## src/rtl/cgu_pkg.sv

```systemverilog
// constants and register map of the clock generation unit
// assumes one 250 MHz mclk domain and an APB slave with 32-bit data
package cgu_pkg;
  // ==========================================================
  // register byte offsets
  localparam logic [7:0] OFS_PLL = 8'h00;
  localparam logic [7:0] OFS_SUB = 8'h04;
  localparam logic [7:0] OFS_WAIT = 8'h08;
  localparam logic [7:0] OFS_CKO = 8'h0C;
  localparam logic [7:0] OFS_DRV = 8'h10;
  localparam logic [7:0] OFS_TRIM = 8'h14;
  localparam logic [7:0] OFS_SYS = 8'h18;
  localparam logic [7:0] OFS_OSC = 8'h1C;
  localparam logic [7:0] OFS_STAT = 8'h20;
  // ==========================================================
  // field positions and reset values
  localparam int MULT_LSB = 8;
  localparam int CKSEL_LSB = 8;
  localparam int CKDIV_LSB = 12;
  localparam int CKEN_BIT = 15;
  localparam logic [5:0] MULT_MIN = 6'h07;
  localparam logic [5:0] MULT_MAX = 6'h17;
  localparam logic [5:0] MULT_RST = 6'h07;
  localparam logic [1:0] PREDIV_MAX = 2'h2;
  localparam logic [4:0] WAIT_MAX = 5'h08;
  localparam logic [2:0] DIV_MAX = 3'h6;
  localparam logic [7:0] TRIM_RST = 8'h80;
  localparam logic [17:0] WAIT_BASE = 18'h00400;
  // ==========================================================
  // oscillator indices of the sampled source vector
  typedef enum logic [2:0] {
    SRC_SLOW = 3'h0,
    SRC_FAST = 3'h1,
    SRC_MAIN = 3'h2,
    SRC_SUB = 3'h3,
    SRC_PLL = 3'h4,
    SRC_WDT = 3'h5,
    SRC_TOUCH = 3'h6
  } cgu_src_t;
  // ==========================================================
  // main oscillator stop detection window
  localparam int STOP_TIME_NS = 2000;
  localparam int CLK_PERIOD_NS = 4;
  localparam int STOP_CYC = STOP_TIME_NS / CLK_PERIOD_NS;
endpackage

```

## src/rtl/cgu_top.sv

```systemverilog
// clock generation unit: source sampling, dividers, glitch-free
// switching, oscillator wait, stop detection and APB registers.
// assumes oscillator pins are asynchronous and far slower than mclk.
// Behaviour
// - one system clock for core, transfers, memories
// - converter clock plus general peripheral clock
// - separate flash interface clock
// - dedicated bus controller clock up to 20 MHz
// - each oscillator except touch passed unchanged to measurement
// - sub clock goes to calendar and low power timer
// - watchdog gets its own oscillator clock
// - low power timer follows selected oscillator
// - main stop forces slow source, allows hiz
// - pll fed by main, predivide 1/2/4
// - pll multiply 4 to 12 by halves
// - multiplier code twice factor minus one
// - fast oscillator at 24, 32 or 48 MHz
// - sub stop bit reset only by power-on
// - wait code zero none, else 1024 doubling
// - wait counts slow oscillator cycles
// - clock output source codes, others refused
// - clock output divide by 1 to 64
// - slow trim code 0 lowest, 255 highest
// - fast frequency after reset from option field
//
// The APB register port and the register offsets are this design's own decisions.
`timescale 1ns/1ns
module cgu_top
  import cgu_pkg::*;
(
  input wire logic mclk,
  input wire logic srst,
  input wire logic por_rst,
  input wire logic ce,
  input wire logic [6:0] osc_pins,
  input wire logic [1:0] opt_fast_freq,
  input wire logic psel,
  input wire logic penable,
  input wire logic pwrite,
  input wire logic [7:0] paddr,
  input wire logic [31:0] pwdata,
  output logic [31:0] prdata,
  output logic pready,
  output logic pslverr,
  output logic system_clock,
  output logic general_peripheral_clock,
  output logic converter_peripheral_clock,
  output logic flash_interface_clock,
  output logic bus_controller_clock,
  output logic [5:0] accuracy_measure_clock,
  output logic calendar_sub_clock,
  output logic watchdog_clock,
  output logic low_power_timer_clock,
  output logic clock_output_pin,
  output logic motor_pin_hiz,
  output logic main_osc_stable,
  output logic [1:0] pll_prediv,
  output logic [5:0] pll_multiplier_field,
  output logic [1:0] fast_oscillator_frequency_field,
  output logic main_oscillator_drive_bit,
  output logic [7:0] slow_oscillator_trim_field
);
  // ==========================================================
  // helpers
  // divided clock tap: code 0 passes the source itself
  function automatic logic div_tap(input logic src, input logic [5:0] cnt, input logic [2:0] code);
    return (code == 3'h0) ? src : cnt[code - 3'h1];
  endfunction
  // wait length in slow oscillator cycles
  function automatic logic [17:0] wait_len(input logic [4:0] code);
    return (code == 5'h00) ? 18'h00000 : WAIT_BASE << (code - 5'h01);
  endfunction
  // clock output source code to sampled index
  function automatic logic [2:0] cko_idx(input logic [3:0] code);
    return (code == 4'h8) ? SRC_TOUCH : code[2:0];
  endfunction
  // ==========================================================
  // registers
  logic [5:0] mult_r; // pll multiplier code
  logic [1:0] prediv_r; // pll predivide code
  logic sub_stop_r; // sub oscillator stop, power-on only
  logic [4:0] wait_code_r; // main oscillator wait code
  logic [3:0] cko_sel_r; // clock output source code
  logic [2:0] cko_div_r; // clock output divide code
  logic cko_en_r; // clock output pin enable
  logic drive_r; // main oscillator drive bit
  logic [7:0] trim_r; // slow oscillator trim
  logic [2:0] sys_src_r; // requested system source
  logic [2:0] div_sys_r, div_pb_r, div_pd_r, div_fl_r, div_can_r;
  logic main_en_r; // main oscillator enable
  logic det_en_r; // slow source force enable on stop
  logic hiz_en_r; // motor pin hiz enable on stop
  logic [1:0] fast_fq_r; // fast oscillator frequency code
  logic [1:0] lpt_src_r; // low power timer source
  logic opt_load_r; // first cycle after reset release
  logic stop_flag_r; // main oscillator stop seen
  logic [6:0] sync1_r, sync2_r, prev_r; // pin samplers
  logic [2:0] sys_sel_r, cko_cur_r; // switched selections
  logic [5:0] sys_cnt_r, can_cnt_r, cko_cnt_r; // divider counters
  logic [17:0] wait_cnt_r; // slow edges since main enable
  logic [9:0] stop_cnt_r; // mclk cycles since last main edge
  // ==========================================================
  // apb decode
  logic wr_en, setup;
  logic [31:0] rd_nxt;
  logic bad_wr;
  assign setup = psel && !penable;
  assign wr_en = ce && psel && penable && pwrite && !bad_wr;
  assign pready = 1'b1;
  // legality of written codes; refused writes keep the old value
  always_comb begin
    bad_wr = 1'b0;
    unique case (paddr)
      OFS_PLL: bad_wr = pwdata[13:8] < MULT_MIN || pwdata[13:8] > MULT_MAX
                        || pwdata[1:0] > PREDIV_MAX;
      OFS_WAIT: bad_wr = pwdata[4:0] > WAIT_MAX;
      OFS_CKO: bad_wr = (pwdata[11:8] > 4'h4 && pwdata[11:8] != 4'h8)
                        || pwdata[14:12] > DIV_MAX;
      OFS_SYS: bad_wr = pwdata[2:0] > 3'h4 || pwdata[6:4] > DIV_MAX
                        || pwdata[10:8] > DIV_MAX || pwdata[14:12] > DIV_MAX
                        || pwdata[18:16] > DIV_MAX || pwdata[22:20] > DIV_MAX;
      OFS_OSC: bad_wr = pwdata[5:4] == 2'h3 || pwdata[9:8] == 2'h3;
      OFS_SUB, OFS_DRV, OFS_TRIM, OFS_STAT: bad_wr = 1'b0;
      default: bad_wr = 1'b1;
    endcase
  end
  // read mux
  always_comb begin
    rd_nxt = 32'h00000000;
    unique case (paddr)
      OFS_PLL: rd_nxt = {18'h0, mult_r, 6'h0, prediv_r};
      OFS_SUB: rd_nxt = {31'h0, sub_stop_r};
      OFS_WAIT: rd_nxt = {27'h0, wait_code_r};
      OFS_CKO: rd_nxt = {16'h0, cko_en_r, cko_div_r, cko_sel_r, 8'h0};
      OFS_DRV: rd_nxt = {31'h0, drive_r};
      OFS_TRIM: rd_nxt = {24'h0, trim_r};
      OFS_SYS: rd_nxt = {9'h0, div_can_r, 1'b0, div_fl_r, 1'b0, div_pd_r,
                         1'b0, div_pb_r, 1'b0, div_sys_r, 1'b0, sys_src_r};
      OFS_OSC: rd_nxt = {22'h0, lpt_src_r, 2'h0, fast_fq_r, 1'b0, hiz_en_r,
                         det_en_r, main_en_r};
      OFS_STAT: rd_nxt = {29'h0, sys_sel_r == SRC_SLOW, stop_flag_r, main_osc_stable};
      default: rd_nxt = 32'h00000000;
    endcase
  end
  // read data captured in setup so it comes from flops
  always_ff @(posedge mclk) begin
    if (srst) begin
      prdata <= 32'h00000000;
      pslverr <= 1'b0;
    end else if (ce && setup) begin
      prdata <= rd_nxt;
      pslverr <= pwrite && bad_wr;
    end
  end
  // ==========================================================
  // control registers under the normal reset
  always_ff @(posedge mclk) begin
    if (srst) begin
      mult_r <= MULT_RST;
      prediv_r <= 2'h0;
      wait_code_r <= 5'h00;
      {cko_en_r, cko_div_r, cko_sel_r} <= 8'h00;
      drive_r <= 1'b0;
      trim_r <= TRIM_RST;
      sys_src_r <= SRC_SLOW;
      {div_sys_r, div_pb_r, div_pd_r, div_fl_r, div_can_r} <= 15'h0000;
      {main_en_r, det_en_r, hiz_en_r} <= 3'h0;
      fast_fq_r <= 2'h0;
      lpt_src_r <= 2'h0;
      opt_load_r <= 1'b1;
    end else if (ce) begin
      opt_load_r <= 1'b0;
      if (opt_load_r) begin
        fast_fq_r <= opt_fast_freq;
      end
      if (wr_en) begin
        unique case (paddr)
          OFS_PLL: begin
            mult_r <= pwdata[13:8];
            prediv_r <= pwdata[1:0];
          end
          OFS_WAIT: wait_code_r <= pwdata[4:0];
          OFS_CKO: {cko_en_r, cko_div_r, cko_sel_r} <= pwdata[15:8];
          OFS_DRV: drive_r <= pwdata[0];
          OFS_TRIM: trim_r <= pwdata[7:0];
          OFS_SYS: begin
            sys_src_r <= pwdata[2:0];
            div_sys_r <= pwdata[6:4];
            div_pb_r <= pwdata[10:8];
            div_pd_r <= pwdata[14:12];
            div_fl_r <= pwdata[18:16];
            div_can_r <= pwdata[22:20];
          end
          OFS_OSC: begin
            {main_en_r, det_en_r, hiz_en_r} <= {pwdata[0], pwdata[1], pwdata[2]};
            fast_fq_r <= pwdata[5:4];
            lpt_src_r <= pwdata[9:8];
          end
          default: ;
        endcase
      end
    end
  end
  // sub oscillator stop survives every reset except power-on
  always_ff @(posedge mclk) begin
    if (por_rst) begin
      sub_stop_r <= 1'b0;
    end else if (wr_en && paddr == OFS_SUB) begin
      sub_stop_r <= pwdata[0];
    end
  end
  // ==========================================================
  // oscillator pin sampling: two flops, then a third for edges
  always_ff @(posedge mclk) begin
    if (srst) begin
      {sync1_r, sync2_r, prev_r} <= 21'h000000;
    end else if (ce) begin
      sync1_r <= osc_pins;
      sync2_r <= sync1_r;
      prev_r <= sync2_r;
    end
  end
  logic sys_lvl, sys_rise, cko_lvl, cko_rise, slow_rise, main_rise;
  logic [2:0] sys_want, cko_want;
  assign sys_lvl = sync2_r[sys_sel_r];
  assign sys_rise = sys_lvl && !prev_r[sys_sel_r];
  assign cko_lvl = sync2_r[cko_cur_r];
  assign cko_rise = cko_lvl && !prev_r[cko_cur_r];
  assign slow_rise = sync2_r[SRC_SLOW] && !prev_r[SRC_SLOW];
  assign main_rise = sync2_r[SRC_MAIN] && !prev_r[SRC_MAIN];
  assign sys_want = (stop_flag_r && det_en_r) ? SRC_SLOW : sys_src_r;
  assign cko_want = cko_idx(cko_sel_r);
  // ==========================================================
  // glitch-free switching: move only while old and new are low
  always_ff @(posedge mclk) begin
    if (srst) begin
      sys_sel_r <= SRC_SLOW;
      cko_cur_r <= SRC_SLOW;
    end else if (ce) begin
      if (sys_want != sys_sel_r && !sys_lvl && !sync2_r[sys_want]) begin
        sys_sel_r <= sys_want;
      end
      if (cko_want != cko_cur_r && !cko_lvl && !sync2_r[cko_want]) begin
        cko_cur_r <= cko_want;
      end
    end
  end
  // divider counters step on each rising edge of their source
  always_ff @(posedge mclk) begin
    if (srst) begin
      {sys_cnt_r, can_cnt_r, cko_cnt_r} <= 18'h00000;
    end else if (ce) begin
      if (sys_rise) begin
        sys_cnt_r <= sys_cnt_r + 6'h01;
      end
      if (main_rise) begin
        can_cnt_r <= can_cnt_r + 6'h01;
      end
      if (cko_rise) begin
        cko_cnt_r <= cko_cnt_r + 6'h01;
      end
    end
  end
  // ==========================================================
  // clock outputs, all registered
  always_ff @(posedge mclk) begin
    if (srst) begin
      {system_clock, general_peripheral_clock, converter_peripheral_clock} <= 3'h0;
      {flash_interface_clock, bus_controller_clock, clock_output_pin} <= 3'h0;
      {calendar_sub_clock, watchdog_clock, low_power_timer_clock} <= 3'h0;
      accuracy_measure_clock <= 6'h00;
      motor_pin_hiz <= 1'b0;
    end else if (ce) begin
      system_clock <= div_tap(sys_lvl, sys_cnt_r, div_sys_r);
      general_peripheral_clock <= div_tap(sys_lvl, sys_cnt_r, div_pb_r);
      converter_peripheral_clock <= div_tap(sys_lvl, sys_cnt_r, div_pd_r);
      flash_interface_clock <= div_tap(sys_lvl, sys_cnt_r, div_fl_r);
      // main resonator tops out at 20 MHz, so undivided stays in range
      bus_controller_clock <= div_tap(sync2_r[SRC_MAIN], can_cnt_r, div_can_r);
      clock_output_pin <= cko_en_r && div_tap(cko_lvl, cko_cnt_r, cko_div_r);
      accuracy_measure_clock <= sync2_r[5:0];
      calendar_sub_clock <= sync2_r[SRC_SUB] && !sub_stop_r;
      watchdog_clock <= sync2_r[SRC_WDT];
      unique case (lpt_src_r)
        2'h0: low_power_timer_clock <= sync2_r[SRC_SUB] && !sub_stop_r;
        2'h1: low_power_timer_clock <= sync2_r[SRC_WDT];
        default: low_power_timer_clock <= sync2_r[SRC_SLOW];
      endcase
      motor_pin_hiz <= stop_flag_r && hiz_en_r;
    end
  end
  // ==========================================================
  // main oscillator wait counted in slow oscillator edges
  always_ff @(posedge mclk) begin
    if (srst) begin
      wait_cnt_r <= 18'h00000;
      main_osc_stable <= 1'b0;
    end else if (ce) begin
      if (!main_en_r) begin
        wait_cnt_r <= 18'h00000;
        main_osc_stable <= 1'b0;
      end else if (wait_cnt_r >= wait_len(wait_code_r)) begin
        main_osc_stable <= 1'b1;
      end else if (slow_rise) begin
        wait_cnt_r <= wait_cnt_r + 18'h00001;
      end
    end
  end
  // stop detection: no main edge for the whole window while stable;
  // the event wins over a same-cycle write-one clear
  always_ff @(posedge mclk) begin
    if (srst) begin
      stop_cnt_r <= 10'h000;
      stop_flag_r <= 1'b0;
    end else if (ce) begin
      if (main_rise || !main_osc_stable) begin
        stop_cnt_r <= 10'h000;
      end else if (stop_cnt_r != STOP_CYC[9:0]) begin
        stop_cnt_r <= stop_cnt_r + 10'h001;
      end
      if (stop_cnt_r >= STOP_CYC[9:0] - 10'h001 && !main_rise && main_osc_stable) begin
        stop_flag_r <= 1'b1;
      end else if (wr_en && paddr == OFS_STAT && pwdata[1]) begin
        stop_flag_r <= 1'b0;
      end
    end
  end
  // analog trims driven straight from registers
  assign pll_prediv = prediv_r;
  assign pll_multiplier_field = mult_r;
  assign fast_oscillator_frequency_field = fast_fq_r;
  assign main_oscillator_drive_bit = drive_r;
  assign slow_oscillator_trim_field = trim_r;
  // ==========================================================
  // assertions
  a_stop_forces_slow: assert property (@(posedge mclk) disable iff (srst)
    ce && stop_flag_r && det_en_r |-> ##[0:400] sys_sel_r == SRC_SLOW)
    else $error("stop did not force slow source");
  a_hiz_follows: assert property (@(posedge mclk) disable iff (srst)
    ce && stop_flag_r && hiz_en_r |=> motor_pin_hiz) else $error("hiz not driven after stop");
  a_stable_wait: assert property (@(posedge mclk) disable iff (srst)
    $rose(main_osc_stable) |-> $past(wait_cnt_r) >= wait_len($past(wait_code_r)))
    else $error("stable before wait elapsed");
  a_bad_mult_kept: assert property (@(posedge mclk) disable iff (srst)
    ce && psel && penable && pwrite && paddr == OFS_PLL && pwdata[13:8] > MULT_MAX
    |=> $stable(mult_r))
    else $error("prohibited multiplier taken");
  a_bad_cko_kept: assert property (@(posedge mclk) disable iff (srst)
    ce && psel && penable && pwrite && paddr == OFS_CKO && pwdata[11:8] == 4'h5
    |=> $stable(cko_sel_r))
    else $error("prohibited clock output source taken");
  a_switch_low: assert property (@(posedge mclk) disable iff (srst)
    $changed(sys_sel_r) |-> !$past(sys_lvl)) else $error("system source switched while high");
  a_cal_path: assert property (@(posedge mclk) disable iff (srst)
    ce |=> calendar_sub_clock == ($past(sync2_r[SRC_SUB]) && !$past(sub_stop_r)))
    else $error("calendar clock mismatch");
  a_wdt_path: assert property (@(posedge mclk) disable iff (srst)
    ce |=> watchdog_clock == $past(sync2_r[SRC_WDT])) else $error("watchdog clock mismatch");
  a_sub_stop_kept: assert property (@(posedge mclk) disable iff (por_rst)
    srst && !(psel && penable && pwrite && paddr == OFS_SUB) |=> $stable(sub_stop_r))
    else $error("sub stop changed by plain reset");
  c_stop_seen: cover property (@(posedge mclk) disable iff (srst) $rose(stop_flag_r));
  c_stable_seen: cover property (@(posedge mclk) disable iff (srst) $rose(main_osc_stable));
  c_sys_switch: cover property (@(posedge mclk) disable iff (srst) sys_sel_r == SRC_PLL);
endmodule // cgu_top

```

## config.mk

```make
export PLATFORM = sky130hd
export DESIGN_NAME = cgu_top
export DESIGN_NICKNAME = d
export VERILOG_FILES = /design/src/rtl/cgu_pkg.sv /design/src/rtl/cgu_top.sv
export SDC_FILE = /design/constraint.sdc
export NUM_CORES = 1
export LEC_CHECK = 0
export CORE_MARGIN = 2
export CORE_UTILIZATION = 64
export CTS_CLUSTER_SIZE = 10
export DETAILED_ROUTE_END_ITERATION = 16
export DONT_BUFFER_PORTS = 1
export MAX_ROUTING_LAYER = met4
export PLACE_DENSITY = 0.8
export REMOVE_ABC_BUFFERS = 1
export SLEW_MARGIN = 5
export SYNTH_ARGS = -nofsm -noshare
export SYNTH_HDL_FRONTEND = slang
export SYNTH_SLANG_ARGS = --single-unit
```

## constraint.sdc

```tcl
create_clock -name mclk -period 3.1 [get_ports mclk]
set_input_delay 0.62 -clock mclk [delete_from_list [all_inputs] [get_ports mclk]]
set_output_delay 0.62 -clock mclk [all_outputs]
set_load 0.02 [all_outputs]
```

* Word level (Yosys, flattened, before mapping) *
Cells that the tools add are included.

storage, ports and cells
  register bits = 181
  input port bits = 56
  output and inout bits = 70
  logic and storage cells = 226

operators by class
  add/sub/neg operators = 12
  magnitude comparators = 23
  equality and inequality tests = 19
  shift-type cells = 1
  muxes and demuxes = 48
  reduce and logical (&&, ||, !) cells = 77

operator list
  kind                                                                 count
  one-hot mux 23 bit (9 select lines)                                  1
  2-to-1 mux 18 bit                                                    4
  less-than comparator 3 x 4 -> 1 bit (second input constant)          10
  binary-select mux 1 bit (select 3 bit)                               12
  == test 8 x 5 -> 1 bit (second input constant)                       4
  logical AND 1 bit                                                    25
  AND reduction 3 bit                                                  8
  2-to-1 mux 1 bit                                                     22
  logical NOT 3 bit                                                    7
  2-to-1 mux 10 bit                                                    2
  adder 18 x 1 -> 18 bit (second input constant)                       1
  adder 6 x 1 -> 6 bit (second input constant)                         3
  greater-or-equal comparator 18 bit                                   1
  > comparator 3 bit (second input constant)                           6
  left shift 11 x 5 -> 18 bit (first input constant)                   1
  subtractor 3 x 1 -> 3 bit (second input constant)                    6
  == test 8 x 4 -> 1 bit (second input constant)                       2
  AND reduction 2 bit                                                  8
  logical NOT 1 bit                                                    13
  adder 10 x 1 -> 10 bit (second input constant)                       1
  greater-or-equal comparator 10 x 9 -> 1 bit (second input constant)  1
  logical OR 1 bit                                                     10
  != test 10 x 9 -> 1 bit (second input constant)                      1
  == test 8 x 3 -> 1 bit (second input constant)                       1
  23 further kinds                                                     30

* Logic depth before layout (Yosys ltp) *
  depth in word-level cells = 13
  depth in mapped cells = 10
  depth with buffers taken out = 9

* Worst setup path after synthesis *
OpenSTA, ideal clock, no wires.

  kind = flip-flop to flip-flop
  from = reg wait_code_r[2]
  to = reg wait_cnt_r[7]
  library setup time = 0.071 ns
  arrival = 2.376 ns
  required time = 3.029 ns
  slack = 0.652 ns
  stages on the path, launching flop included = 11
  path through = dfxtp_1 nor3b_1 nand2_1 ha_1 a211oi_1 nand2_1 o211ai_1 nand4_1 clkbuf_1 or3_1 a21oi_1

between the ends
  cells in the longest elaborated chain, start to end = 6

ends and longest elaborated chain
  what                                      RTL line        text
  from (decl)                               cgu_top.sv:82   logic [4:0] wait_code_r;
  from (signal assigned)                    cgu_top.sv:182  OFS_WAIT: wait_code_r <= pwdata[4:0];
  subtractor 5 x 1 -> 5 bit                 cgu_top.sv:71   return (code == 5'h00) ? 18'h00000 : WAIT_BASE << (code - 5'h01);
  left shift 11 x 5 -> 18 bit               cgu_top.sv:71
  2-to-1 mux 18 bit (*)                     cgu_top.sv:71
  greater-or-equal comparator 18 bit (*)    cgu_top.sv:302  end else if (wait_cnt_r >= wait_len(wait_code_r)) begin
  != test 2 bit (no source line) (*)        n/a
  AND reduction 3 bit (no source line) (*)  n/a
  to (signal assigned)                      cgu_top.sv:305  wait_cnt_r <= wait_cnt_r + 18'h00001;
  to (decl)                                 cgu_top.sv:100  logic [17:0] wait_cnt_r;

Mark *: on every way between the ends. The rest lies on a longest branch, timed or not.
A chain may end at the register's enable or synchronous reset.

* Worst setup path in the final report *
  from = reg wait_code_r[2]
  to = reg wait_cnt_r[9]

Same word-level chain as after synthesis.

==> flow_metrics.py <==
metrics = {
    "outcome": {
        "status": "completed",
    },
    "final_layout": {
        "diodes": 0,
        "fin_util": 0.7010,
        "drive_above_1_share": 0.07056,
        "fin_cells": 1168,
        "area_growth_syn_to_layout_pct": 6.338,
        "layout.nets": 1063,
    },
    "synth": {
        "synth_top_cell_by_area": "dfxtp_1",
        "synth.most_common_cell": "dfxtp_1",
        "ys_ff_latch": 164,
        "yosysWarnings": 0,
        "synth_area_leaders": "dfxtp_1 37%, mux2i_1 9.1%, nor2_1 6.2%",
        "synthArstFlopShare": 0,
        "netlist_top_cells_count": "164 x dfxtp_1, 145 x nor2_1, 80 x mux2i_1, 74 x nand2_1, 48 x a21oi_1",
        "synth_top_area_share": 0.3746,
        "synthFlopType": "dfxtp_1",
        "ys_types": 86,
        "yosysSeqAreaShare": 0.3746,
        "avgSynthCellArea_um2": 8.661,
        "postSynthCellCount": 1012,
        "synth_edf_count": 0,
        "syn_area_um2": 8765,
    },
    "hold_path": {
        "worst_hold_path_type": "in2reg",
        "hold_depth": 1,
        "hold-path-endpoint": "sub_stop_r",
        "min_from": "por_rst",
    },
    "cts": {
        "clk_latency_ns": 0.44,
        "cts_tree": "built",
        "cts_root_buf": "clkbuf_16",
        "clk_path_buf_depth": 2,
        "cts_hold_buf": 0,
        "cts_setup_buffers": 0,
        "clock_sink_count": 164,
        "post_cts_resized": 0,
        "numCtsBuffers": 17,
        "path_clk_slew_ns": 0.06,
        "cts_htree_levels": 4,
    },
    "sta": {
        "tns_ns": 0,
        "finalMaxSlewViolations": 0,
        "max-slew-margin-rel": 0.4233,
        "hold_violations": 0,
        "timing.final.crit_share": 0.9168,
        "fmax_mhz": 351.8,
        "setup_viol": 0,
        "rsz0062_at_grt": "false",
        "worst_slew_pin_slew_ns": 0.8619,
        "clock-skew-final_ns": 0.009232,
        "fin_crit_ns": 2.842,
    },
    "critical_path": {
        "critPathLaunchType": "register",
        "cp-end-kind": "register",
        "required_ns": 3.45,
        "reg2regPathDepth": 10,
        "arrival_ns": 3.19,
        "path_cells": "nor3b_2, nand2_1, ha_1, a211oi_1, nand2_1, o211ai_1, nand4_1, buf_4, or3_1, a21oi_1",
        "critPathBufInv": 1,
        "critPathTopFamily": "simple AND/OR/NAND/NOR gates",
        "crit_start": "wait_code_r[2]",
        "critical_path.max_fanout": 9,
        "crit_path_top_delay_cell": "dfxtp_1",
        "r2r-end": "wait_cnt_r[9]",
        "r2r_start": "wait_code_r[2]",
        "cp_slowest_stage_delay_ns": 0.39,
        "cp_common_cell": "nand2_1",
        "timing_worst_setup_path_type": "reg2reg",
        "r2r_slack_ns": 0.26,
    },
    "detailed_routing": {
        "firstDrtPassIters": 8,
        "postRouteAntennaNets": 0,
        "via_count": 7437,
        "routedWlPerCell_um": 18.61,
        "viasPerCell": 6.367,
        "totalWireLength_mm": 21.73,
        "drt_iter0_drc": 660,
        "drc_errors": 0,
    },
    "placement": {
        "place_inst": 1137,
        "dp_hpwl_mm": 14.78,
        "gp_congestion": 0.8913,
        "io_buffers": 0,
    },
    "floorplan": {
        "rows": 42,
        "core_um2": 13300,
        "start_util": 0.6592,
        "die_y_um": 121.0,
        "io_pins": 126,
        "die_x_um": 121.0,
        "dieArea_um2": 14650,
    },
    "power_and_ir_drop": {
        "p_leak_nw": 3.503,
        "ir_drop_v": 0.0003437,
        "power_density_nw_per_um2": 476.5,
    },
    "global_route": {
        "grt_antenna_before_repair": 0,
        "track_usage": 0.3090,
        "overflow": 0,
        "grt_pass1_vias": 6912,
        "grt_max_degree": 136,
        "grt_pass1_wl_mm": 34.91,
    },
    "flow_run": {
        "drv_cap": 0,
    },
}
## power by group
part | internal [W] | switching (W) | total, W
Combinational | 0.0000630 | 0.0000894 | 0.000152
Clock | 0.00128 | 0.000836 | 0.00211
Sequential | 0.00213 | 0.0000443 | 0.00218
## per-layer routing
metal / part of all wire / track usage / routed length, um / vias to the layer above
met5: 0 / - / 0 / -
met4: 0.030 / 0.1366 / 642 / 0
met1: 0.43 / 0.3833 / 9272 / 3517
met3: 0.084 / 0.08177 / 1817 / 56
met2: 0.46 / 0.4744 / 10000 / 308
li1: - / - / - / 3556
## worst max path at each step
| stage | end | slack (ns) | cells after the start |
|---|---|---|---|
| 6_report | wait_cnt_r[9] | 0.26 | 10 |
| 5_1_grt | wait_cnt_r[9] | 0.02 | 10 |
| 4_1_cts | wait_cnt_r[9] | 0.14 | 10 |
| 3_5_place_dp | wait_cnt_r[9] | 0.17 | 10 |
| 3_3_place_gp | wait_cnt_r[5] | 0.30 | 10 |
| 2_1_floorplan | div_can_r[0] | 0.36 | 6 |
## registers in the layout (all words and copies together) (netlist names), 4 cells and up
name,flops
prdata,22
wait_cnt_r,18
stop_cnt_r,10
slow_oscillator_trim_field,8
prev_r,7
sync1_r,7
sync2_r,7
can_cnt_r,6
cko_cnt_r,6
pll_multiplier_field,6
sys_cnt_r,6
wait_code_r,5
cko_sel_r,4
## per-stage QoR
step	hold WS (ns)	total power, W	area (um2)	setup WS [ns]
floorplan	0.4544	0.002331	8407	0.3614
global placement	0.4744	0.002370	8732	0.2971
detailed placement	0.4841	0.002374	8732	0.1701
CTS	0.2434	0.004453	9315	0.1417
global route	0.2389	0.004569	9320	0.02018
finish	0.2457	0.004441	9320	0.2578
## worst reg2reg max path, cell delays in order, from the launching register on
cell and delay [ns]:
dfxtp_1 0.39, nor3b_2 0.30, nand2_1 0.09, ha_1 0.30, a211oi_1 0.24, nand2_1 0.12, o211ai_1 0.26, nand4_1 0.29
buf_4 0.25, or3_1 0.30, a21oi_1 0.20
## cells in the final DEF (no fill, tap or decap), types with 11 or more instances in the layout
cell type / count
a211oi_1: 11
a21oi_1: 48
a22oi_1: 23
and2_1: 14
buf_4: 14
clkbuf_16: 17
conb_1: 11
dfxtp_1: 164
ha_1: 27
inv_1: 28
mux2i_1: 80
nand2_1: 74
nand2b_1: 13
nand3_1: 45
nand4_1: 17
nor2_1: 145
nor2b_1: 13
nor3_1: 12
o21ai_0: 27
or3_1: 18
xnor2_1: 13
## cell families (layout without fill, tap and decap cells)
logic type / count (synthesis) / after routing / synth area share
xor+xnor: 19 / 19 / 0.01899
fa+ha+maj: 27 / 27 / 0.03854
flops: 164 / 164 / 0.3746
simple gates: 397 / 397 / 0.2283
mux: 98 / 98 / 0.1248
buf+inv: 103 / 74 / 0.05710
other cells: 2 / 11 / 0.0008569
compound gates: 202 / 202 / 0.1569
## final cells by class
| class | count | area, um2 |
|---|---|---|
| inverter | 29 | 108.9 |
| sequential | 164 | 3283 |
| clock buffer | 21 | 450.4 |
| multi-input combinational | 754 | 5020 |
| timing repair buffer | 14 | 105.1 |
| clock inverter | 10 | 132.6 |
| fill | 1050 | 3975 |
| tap | 176 | 220.2 |
Note: power is estimated with default switching activity, not from simulation.
